`src/logic/pif_pkg.sv`:
```
// Purpose: constants for the primary interrupt flag block
// Assumes: 32-bit apb, one aligned word per register
// Notes: 8-bit registers sit in the low byte, upper bits read zero
package pif_pkg;
   // ------------------------------------------------------------
   // register byte addresses
   // ------------------------------------------------------------
   localparam logic [7:0] PIF_OFS_CTRL0 = 8'h00; // primary_irq_ctrl0
   localparam logic [7:0] PIF_OFS_CTRL1 = 8'h04; // primary_irq_ctrl1
   localparam logic [7:0] PIF_OFS_EDGE = 8'h08; // edge select
   localparam logic [7:0] PIF_OFS_STAT = 8'h0C; // pending status, read only
   // ------------------------------------------------------------
   // reset values
   // ------------------------------------------------------------
   localparam logic [7:0] PIF_CTRL0_RST = 8'h00;
   localparam logic [7:0] PIF_CTRL1_RST = 8'h00;
   localparam logic [1:0] PIF_EDGE_RST = 2'h3; // both edges
   // writable bit masks (unimplemented bits read zero)
   localparam logic [7:0] PIF_CTRL0_MASK = 8'h7F;
   localparam logic [7:0] PIF_CTRL1_MASK = 8'hEE;
   // ------------------------------------------------------------
   // field positions
   // ------------------------------------------------------------
   localparam int PIF_B0_GLOBAL = 0;
   localparam int PIF_B0_EXTEN = 1;
   localparam int PIF_B0_CMPEN = 2;
   localparam int PIF_B0_G0EN = 3;
   localparam int PIF_B0_EXTF = 4;
   localparam int PIF_B0_CMPF = 5;
   localparam int PIF_B0_G0F = 6;
   localparam int PIF_B1_G2EN = 1;
   localparam int PIF_B1_ADEN = 2;
   localparam int PIF_B1_TBEN = 3;
   localparam int PIF_B1_G2F = 5;
   localparam int PIF_B1_ADF = 6;
   localparam int PIF_B1_TBF = 7;
   // edge selection codes
   localparam logic [1:0] PIF_EDGE_OFF = 2'h0;
   localparam logic [1:0] PIF_EDGE_RISE = 2'h1;
   localparam logic [1:0] PIF_EDGE_FALL = 2'h2;
   localparam logic [1:0] PIF_EDGE_BOTH = 2'h3;
   localparam int PIF_NSRC = 6; // sources with flag and enable
endpackage

```
`src/logic/pif_edge_if.sv`:
```
// Purpose: carries pin edge detect signals between modules
// Assumes: single clock
// Notes: detector drives hit, top drives pin and select
`timescale 1ns/1ps
interface pif_edge_if;
   logic pinLevel; // synchronous pin level
   logic [1:0] edgeSel; // edge selection code
   logic hit; // one-cycle detected edge
   modport det (input pinLevel, input edgeSel, output hit);
   modport top (output pinLevel, output edgeSel, input hit);
endinterface

```
`src/logic/pif_edge_det.sv`:
```
// Purpose: edge detector for the external interrupt pin
// Assumes: pin already synchronous to clk
// Notes: first cycle after reset sees no edge
`timescale 1ns/1ps
module pif_edge_det
   import pif_pkg::*;
(
   input wire logic clk,
   input wire logic reset_n,
   pif_edge_if.det e
);
   logic prev_reg; // pin level one cycle ago
   logic valid_reg; // prev_reg holds a real sample
   wire rise = e.pinLevel & ~prev_reg & valid_reg;
   wire fall = ~e.pinLevel & prev_reg & valid_reg;
   // select the edges asked for
   assign e.hit = (e.edgeSel == PIF_EDGE_RISE) ? rise :
                  (e.edgeSel == PIF_EDGE_FALL) ? fall :
                  (e.edgeSel == PIF_EDGE_BOTH) ? (rise | fall) : 1'b0;
   // ------------------------------------------------------------
   // history
   // ------------------------------------------------------------
   always_ff @(posedge clk or negedge reset_n) begin
      if (!reset_n) begin
         prev_reg <= 1'b0;
         valid_reg <= 1'b0;
      end else begin
         prev_reg <= e.pinLevel;
         valid_reg <= 1'b1;
      end
   end
endmodule

```
`src/logic/pif_top.sv`:
```
// Purpose: primary interrupt control registers with apb access
// Assumes: apb slave, zero wait states; event inputs are one-cycle pulses
// Notes: hardware set wins over a software clear in the same cycle
//
// Overview of operation
// - bit6 ctrl0 shows group0 pending, writable
// - bit5 ctrl0 holds comparator request flag
// - bit1 ctrl0 enables external pin interrupt
// - bit7 ctrl1 holds time base request flag
// - bit6 ctrl1 holds conversion request flag
// - bit5 ctrl1 holds group2 request flag
// - bit1 ctrl1 enables group2 interrupts
// - pin flag set per two-bit edge select
`timescale 1ns/1ps
module pif_top
   import pif_pkg::*;
(
   input wire logic clk,
   input wire logic reset_n,
   input wire logic psel,
   input wire logic penable,
   input wire logic pwrite,
   input wire logic [7:0] paddr,
   input wire logic [31:0] pwdata,
   output logic [31:0] prdata,
   output logic pready,
   output logic pslverr,
   input wire logic extPin,
   input wire logic group0Event,
   input wire logic comparatorEvent,
   input wire logic timebase0Event,
   input wire logic conversionEvent,
   input wire logic group2Event,
   output logic irqTake
);
   // ------------------------------------------------------------
   // registers
   // ------------------------------------------------------------
   logic [7:0] ctrl0_reg; // primary_irq_ctrl0
   logic [7:0] ctrl1_reg; // primary_irq_ctrl1
   logic [1:0] edge_reg; // edge_select_hi, edge_select_lo
   logic [7:0] ctrl0_next;
   logic [7:0] ctrl1_next;
   logic [31:0] prdata_next;
   logic irqTake_next;
   pif_edge_if eif ();
   // ------------------------------------------------------------
   // apb decode
   // ------------------------------------------------------------
   wire access = psel & penable; // single-cycle access phase, pready registered high from the first clock after reset
   // read data and error are registered in the setup cycle so they stand
   // at the completing edge; a flag set during the access reads next time
   wire setup = psel & ~penable;
   wire wrEn = access & pwrite;
   wire hitCtrl0 = (paddr == PIF_OFS_CTRL0);
   wire hitCtrl1 = (paddr == PIF_OFS_CTRL1);
   wire hitEdge = (paddr == PIF_OFS_EDGE);
   wire hitStat = (paddr == PIF_OFS_STAT);
   wire mapped = hitCtrl0 | hitCtrl1 | hitEdge | hitStat;
   wire wrCtrl0 = wrEn & hitCtrl0;
   wire wrCtrl1 = wrEn & hitCtrl1;
   // status writes are refused; unmapped addresses give an error
   wire errNext = setup & (~mapped | (pwrite & hitStat));
   // ------------------------------------------------------------
   // pin edge detection
   // ------------------------------------------------------------
   assign eif.pinLevel = extPin;
   assign eif.edgeSel = edge_reg;
   pif_edge_det u_edge (
      .clk(clk),
      .reset_n(reset_n),
      .e(eif.det)
   );
   // hardware set vectors placed at flag positions
   wire [7:0] set0 = ({7'h00, group0Event} << PIF_B0_G0F)
      | ({7'h00, comparatorEvent} << PIF_B0_CMPF)
      | ({7'h00, eif.hit} << PIF_B0_EXTF);
   wire [7:0] set1 = ({7'h00, timebase0Event} << PIF_B1_TBF)
      | ({7'h00, conversionEvent} << PIF_B1_ADF)
      | ({7'h00, group2Event} << PIF_B1_G2F);
   // software write then hardware set on top, so set beats clear
   assign ctrl0_next = ((wrCtrl0 ? pwdata[7:0] : ctrl0_reg) | set0) & PIF_CTRL0_MASK;
   assign ctrl1_next = ((wrCtrl1 ? pwdata[7:0] : ctrl1_reg) | set1) & PIF_CTRL1_MASK;
   // ------------------------------------------------------------
   // interrupt qualification
   // ------------------------------------------------------------
   wire [PIF_NSRC-1:0] flags = {ctrl0_reg[PIF_B0_G0F], ctrl0_reg[PIF_B0_CMPF],
      ctrl0_reg[PIF_B0_EXTF], ctrl1_reg[PIF_B1_TBF], ctrl1_reg[PIF_B1_ADF],
      ctrl1_reg[PIF_B1_G2F]};
   wire [PIF_NSRC-1:0] enables = {ctrl0_reg[PIF_B0_G0EN], ctrl0_reg[PIF_B0_CMPEN],
      ctrl0_reg[PIF_B0_EXTEN], ctrl1_reg[PIF_B1_TBEN], ctrl1_reg[PIF_B1_ADEN],
      ctrl1_reg[PIF_B1_G2EN]};
   wire [PIF_NSRC-1:0] pend = flags & enables;
   assign irqTake_next = ctrl0_reg[PIF_B0_GLOBAL] & (|pend);
   // ------------------------------------------------------------
   // read mux
   // ------------------------------------------------------------
   wire [7:0] rd8 = hitCtrl0 ? ctrl0_reg :
                    hitCtrl1 ? ctrl1_reg :
                    hitEdge ? {6'h00, edge_reg} :
                    hitStat ? {2'h0, pend} : 8'h00;
   assign prdata_next = (setup & ~pwrite) ? {24'h0000_00, rd8} : prdata;
   // ------------------------------------------------------------
   // state update
   // ------------------------------------------------------------
   always_ff @(posedge clk or negedge reset_n) begin
      if (!reset_n) begin
         ctrl0_reg <= PIF_CTRL0_RST;
         ctrl1_reg <= PIF_CTRL1_RST;
         edge_reg <= PIF_EDGE_RST;
      end else begin
         ctrl0_reg <= ctrl0_next;
         ctrl1_reg <= ctrl1_next;
         if (wrEn & hitEdge) begin
            edge_reg <= pwdata[1:0];
         end
      end
   end
   // bus answer and interrupt output registers
   always_ff @(posedge clk or negedge reset_n) begin
      if (!reset_n) begin
         prdata <= 32'h0000_0000;
         pslverr <= 1'b0;
         irqTake <= 1'b0;
      end else begin
         prdata <= prdata_next;
         pslverr <= errNext;
         irqTake <= irqTake_next;
      end
   end
   // zero wait states: low in reset, ready from the first clock after reset onward
   always_ff @(posedge clk or negedge reset_n) begin
      if (!reset_n) begin
         pready <= 1'b0;
      end else begin
         pready <= 1'b1;
      end
   end
endmodule
```
`config.mk`:
```
export PLATFORM = sky130hd
export DESIGN_NAME = pif_top
export DESIGN_NICKNAME = d
export VERILOG_FILES = /design/src/logic/pif_pkg.sv /design/src/logic/pif_edge_if.sv /design/src/logic/pif_edge_det.sv /design/src/logic/pif_top.sv
export SDC_FILE = /design/constraint.sdc
export NUM_CORES = 1
export LEC_CHECK = 0
export ABC_AREA = 1
export CORE_MARGIN = 2
export CORE_UTILIZATION = 35
export CTS_BUF_LIST = sky130_fd_sc_hd__clkbuf_2
export DETAILED_ROUTE_END_ITERATION = 10
export DONT_BUFFER_PORTS = 1
export GPL_TIMING_DRIVEN = 0
export HOLD_SLACK_MARGIN = 0.08
export PLACE_DENSITY = 0.56
export SLEW_MARGIN = 20
export SYNTH_ARGS = -nofsm -noshare
export SYNTH_HDL_FRONTEND = slang
export SYNTH_HIERARCHICAL = 1
export SYNTH_SLANG_ARGS = --single-unit
export TNS_END_PERCENT = 50
```
`constraint.sdc`:
```
create_clock -name clk -period 1.55 [get_ports clk]
set_input_delay 0.0775 -clock clk [delete_from_list [all_inputs] [get_ports clk]]
set_output_delay 0.0775 -clock clk [all_outputs]
set_load 0.01 [all_outputs]
```
## Word level (Yosys, flattened, before mapping)

Index checks and enable logic that the tools add are counted.

- Equal/unequal tests: 6
- Multiplexer cells: 9
- Bitwise gates (word level): 31
- Reduce and logical (&&, ||, !) cells: 2

Operators by type and width:

| operator | number |
|---|---|
| $mux 8 | 3 |
| $eq 8x4->1 const B | 2 |
| $and 1x1->1 | 14 |
| $mux 6 | 2 |
| $eq 8x3->1 const B | 1 |
| $logic_not 8->1 | 1 |
| $or 8x6->8 | 1 |
| $or 8x7->8 | 1 |
| $or 8x8->8 | 1 |
| $mux 7 | 1 |
| $or 7x5->7 | 1 |
| $or 7x6->7 | 1 |
| $or 7x7->7 | 1 |
| $and 6x6->6 | 1 |
| $reduce_or 6->1 | 1 |
| $not 1->1 | 5 |
| $or 1x1->1 | 5 |
| $eq 2x2->1 const B | 2 |
| $mux 1 | 3 |
| $eq 2x1->1 const B | 1 |

- Register bits: 27
- Output and inout bits: 35
- Word-level logic and storage cells: 56

## Depth between registers and ports, before layout

- Depth in word-level cells: 9
- Depth in mapped cells: 7
- Gate-level depth less buffers: 7

## Cells and area by module

Netlist, hierarchy kept.

By module, submodules not included:

| module | instances | cells an instance | area an instance (µm²) | sequential area each (µm²) |
|---|---|---|---|---|
| pif_top | 1 | 191 | 1539.0 | 653.1 |
| pif_edge_det | 1 | 10 | 81.3 | 50.0 |

## Worst setup path before layout

No wires, ideal clock.

- Path kind: reg-to-reg
- From: reg edge_reg[0]
- To: reg ctrl0_reg[4]
- Setup time: 65 ps
- Data arrival time: 820 ps
- Data required time: 1485 ps
- Path slack: 665 ps
- Cell stages (with the launch flop): 7
- Path through: dfstp_2 > nand2_1 > nand2_1 > nand2_1 > nor2_1 > a21oi_2 > nand2_1

- Cells in the longest elaborated chain, start to end: 6
- Elaborated cells on any way between the ends: 8
- Classes of those cells: eq/ne (3); mux (3); bitwise (2)

RTL lines:

| item | line | source |
|---|---|---|
| from (decl) | pif_top.sv:41 | `logic [1:0] edge_reg;` |
| from (signal assigned) | pif_top.sv:115 | `edge_reg <= pwdata[1:0];` |
| $eq 2x2->1 | pif_edge_det.sv:19 | `(e.edgeSel == PIF_EDGE_BOTH) ? (rise \| fall) : 1'b0;` |
| $mux 1 | pif_edge_det.sv:19 |  |
| $mux 1 | pif_edge_det.sv:18 | `(e.edgeSel == PIF_EDGE_FALL) ? fall :` |
| $mux 1 * | pif_edge_det.sv:17 | `assign e.hit = (e.edgeSel == PIF_EDGE_RISE) ? rise :` |
| named net eif.hit | pif_edge_if.sv:8 | `logic hit;` |
| $or 7x5->7 * | pif_top.sv:77 | `\| ({7'h00, eif.hit} << PIF_B0_EXTF);` |
| $or 7x7->7 * | pif_top.sv:82 | `assign ctrl0_next = ((wrCtrl0 ? pwdata[7:0] : ctrl0_reg) \| set0) & PIF_CTRL0_MASK;` |
| named net ctrl0_next[4] | pif_top.sv:42 | `logic [7:0] ctrl0_next;` |
| to (signal assigned) | pif_top.sv:112 | `ctrl0_reg <= ctrl0_next;` |
| to (decl) | pif_top.sv:39 | `logic [7:0] ctrl0_reg;` |

Mark *: on every way through the listed nets, which the timed path passes. The rest lies on a longest branch.
A chain may end at the register's enable or synchronous reset.

## Final worst setup path

- From: in paddr[0]
- To: reg ctrl1_reg[6]

- Cells in the longest elaborated chain, start to end: 4

RTL lines:

| item | line | source |
|---|---|---|
| from (decl) | pif_top.sv:23 | `input wire logic [7:0] paddr,` |
| $eq 8x3->1 | pif_top.sv:56 | `wire hitCtrl1 = (paddr == PIF_OFS_CTRL1);` |
| $and 1x1->1 | pif_top.sv:61 | `wire wrCtrl1 = wrEn & hitCtrl1;` |
| $mux 8 | pif_top.sv:83 | `assign ctrl1_next = ((wrCtrl1 ? pwdata[7:0] : ctrl1_reg) \| set1) & PIF_CTRL1_MASK;` |
| $or 8x8->8 | pif_top.sv:83 |  |
| named net ctrl1_next[6] | pif_top.sv:43 | `logic [7:0] ctrl1_next;` |
| to (signal assigned) | pif_top.sv:113 | `ctrl1_reg <= ctrl1_next;` |
| to (decl) | pif_top.sv:40 | `logic [7:0] ctrl1_reg;` |

The timed path passes the listed nets, and every way through them passes these cells.

==> results.toml <==
[floorplanning]
core_area_um2 = 4414
ioPinCount = 86
die_x_um = 72.04
die_y_um = 72.04
row_count = 24
start_util_pct = 36.71
die_area_um2 = 5190

[logic_synthesis]
avgSynthCellArea_um2 = 8.061
synth.distinct_cells = 26
ys_seq_area_share_pct = 43.40
syn_area_um2 = 1620
synthCells = 201
yosysWarnings = 6
yosys_register_bits = 28

[power]
power.leakage_nw = 1.181
finalPower_w = 0.001485
p_per_area_nw_per_um2 = 664.5
ir_drop_mv = 0.4093

[timing]
worst_slack_ns = 0.05141
rsz0062_at_grt = "false"
fmax_mhz = 667.3
timing.final.crit_share_pct = 96.68
hold_violations = 0
fin_worst_skew_ns = 0.004611
hold_slack_ns = 0.09809
setup_viol = 0
post-route-min-period_ns = 1.499
slew_viol_final = 0
tns_ns = 0

[clock_tree]
path_clk_slew_ns = 0.27
clockBufferDepth = 2
htreeDepth = 1
cts_sinks = 28
clk_latency_ns = 0.37
cts_buffers = 3
ctsRootBufferMaster = "clkbuf_2"
tritoncts = "yes"

[finish]
nets = 319
syn_to_final_growth_pct = 37.91
finalNonFillerCells = 319
diodes = 0
mostFrequentLayoutCell = "nand2_1"
mostFrequentLayoutCells = "nand2_1, dlygate4sd3_1, buf_4"
largest_register_ffs = 8
drive_above_1_share_pct = 23.97

[placement]
dpl_worst_slack_ns = 0.5574
dpl.hpwl_um = 2495
dp.cells = 276
portBuffers = 0
place_congestion = 0.7700

[drt]
dr.pass1.iters = 4
wl_um = 3449
route.vias.total = 1325
postRouteAntennaNets = 0
drc_errors = 0
vias_per_cell = 4.154
initialDrtViolationCount = 54
wl_per_cell_um = 10.81

[setup_path]
rr_endpoint = "ctrl0_reg[5]"
reg2regPathDepth = 3
worstSetupEndpointType = "flop"
startpoint = "paddr[0]"
cp.arrival_ns = 1.81
worst_setup_path_start_kind = "input port"
rrSetupSlack_ns = 0.25
cp_max_fo = 6
cp.required_ns = 1.86
cp-endpoint = "ctrl1_reg[6]"
r2r_start = "ctrl0_reg[5]"
crit_type = "input port to flop"

[global_route]
grt_max_degree = 29
grt_overflow = 0
grt_pass1_vias = 1294
grt_usage_pct = 14.36
antenna_found_initial = 0
grt_pass1_wl_um = 5865

[flow_run]
max-cap-violations = 0

[min_path]
hold_class = "input port to flop"

[outcome]
status = "finished clean"
cell usage after synthesis:
library cell	n	area [µm²]
a21oi_1	3	15.01
a21oi_2	3	26.28
a311oi_1	1	8.760
buf_4	25	187.7
clkinv_2	1	5.000
clkinv_4	2	17.52
conb_1	3	11.26
dfrtp_1	26	650.6
dfstp_2	2	52.55
inv_1	18	67.56
nand2_1	56	210.2
nand2_2	5	31.28
nand2_4	2	22.52
nand3_1	8	40.04
nand3_4	1	17.52
nand3b_1	1	7.510
nand4_1	1	6.260
nor2_1	17	63.81
nor2_2	2	12.51
nor2_8	2	40.04
o21a_1	1	7.510
o21ai_0	5	25.02
o21ai_1	9	45.04
o21ai_2	2	17.52
or2_1	1	6.260
or2_2	4	25.02
how the worst min path moves through the flow:
stage              from               to  slack (ns)  depth (start not counted)
2_1_floorplan   reset_n     ctrl0_reg[0]       -0.22                          0
6_report       paddr[1]      edge_reg[0]         0.1                          5
3_5_place_dp    reset_n          pslverr       -0.22                          0
5_1_grt        paddr[1]      edge_reg[0]         0.1                          5
3_3_place_gp    reset_n          pslverr       -0.22                          0
4_1_cts         reset_n  u_edge/prev_reg        0.08                          2
worst max-delay path: stages:
cell,delay (ns)
dlygate4sd3_1,0.56
inv_2,0.07
nand2_4,0.08
nor2_8,0.14
nand3_4,0.13
a21oi_1,0.14
dlygate4sd3_1,0.56
nand2_1,0.05
per-stage QoR:
step	utilization, %	instance area [µm²]
2_1_floorplan	-	1707
3_3_place_gp	40.14	1772
3_5_place_dp	40.14	1772
4_1_cts	49.09	2167
5_1_grt	50.62	2235
6_report	50.62	2235
repair_timing:
item                                    4_1_cts  5_1_grt
endpoints found under the setup margin        0       12
hold endpoints to repair                     53       15
resized for setup                             0       13
setup buffers                                 0        3
hold buffers                                 34        2
layer usage:
layer | track usage (%) | wire, µm | vias up
met2 | 24.69 | 1650 | 37
met1 | 18.12 | 1534 | 578
met4 | 2.516 | 23 | 0
met3 | 4.306 | 241 | 4
li1 | - | - | 706
met5 | 0 | 0 | -
where the power goes:
part | internal [W] | switching, W
clock network | 0.000222 | 0.000222
registers | 0.000764 | 0.0000295
logic | 0.000129 | 0.000118
total | 0.00111 | 0.000370
cell type report:
cell class                 count  area [µm²]
buffer                        25       187.7
clock buffer                   3       15.01
clock inverter                 1       30.03
fill                         435        2180
inverter                      21       91.34
multi-input combinational    150       739.5
sequential                    28       703.2
tap                           52       65.06
timing repair buffer          39       402.9
cell families after synthesis:
group	Yosys count	share of synthesized area, %
other	3	0.6949
flip-flops	28	43.40
buffers and inverters	46	17.14
AND/OR/NAND/NOR	100	29.81
AO/OA/AOI/OAI	24	8.958
Note: power is estimated with default switching activity, not from simulation.
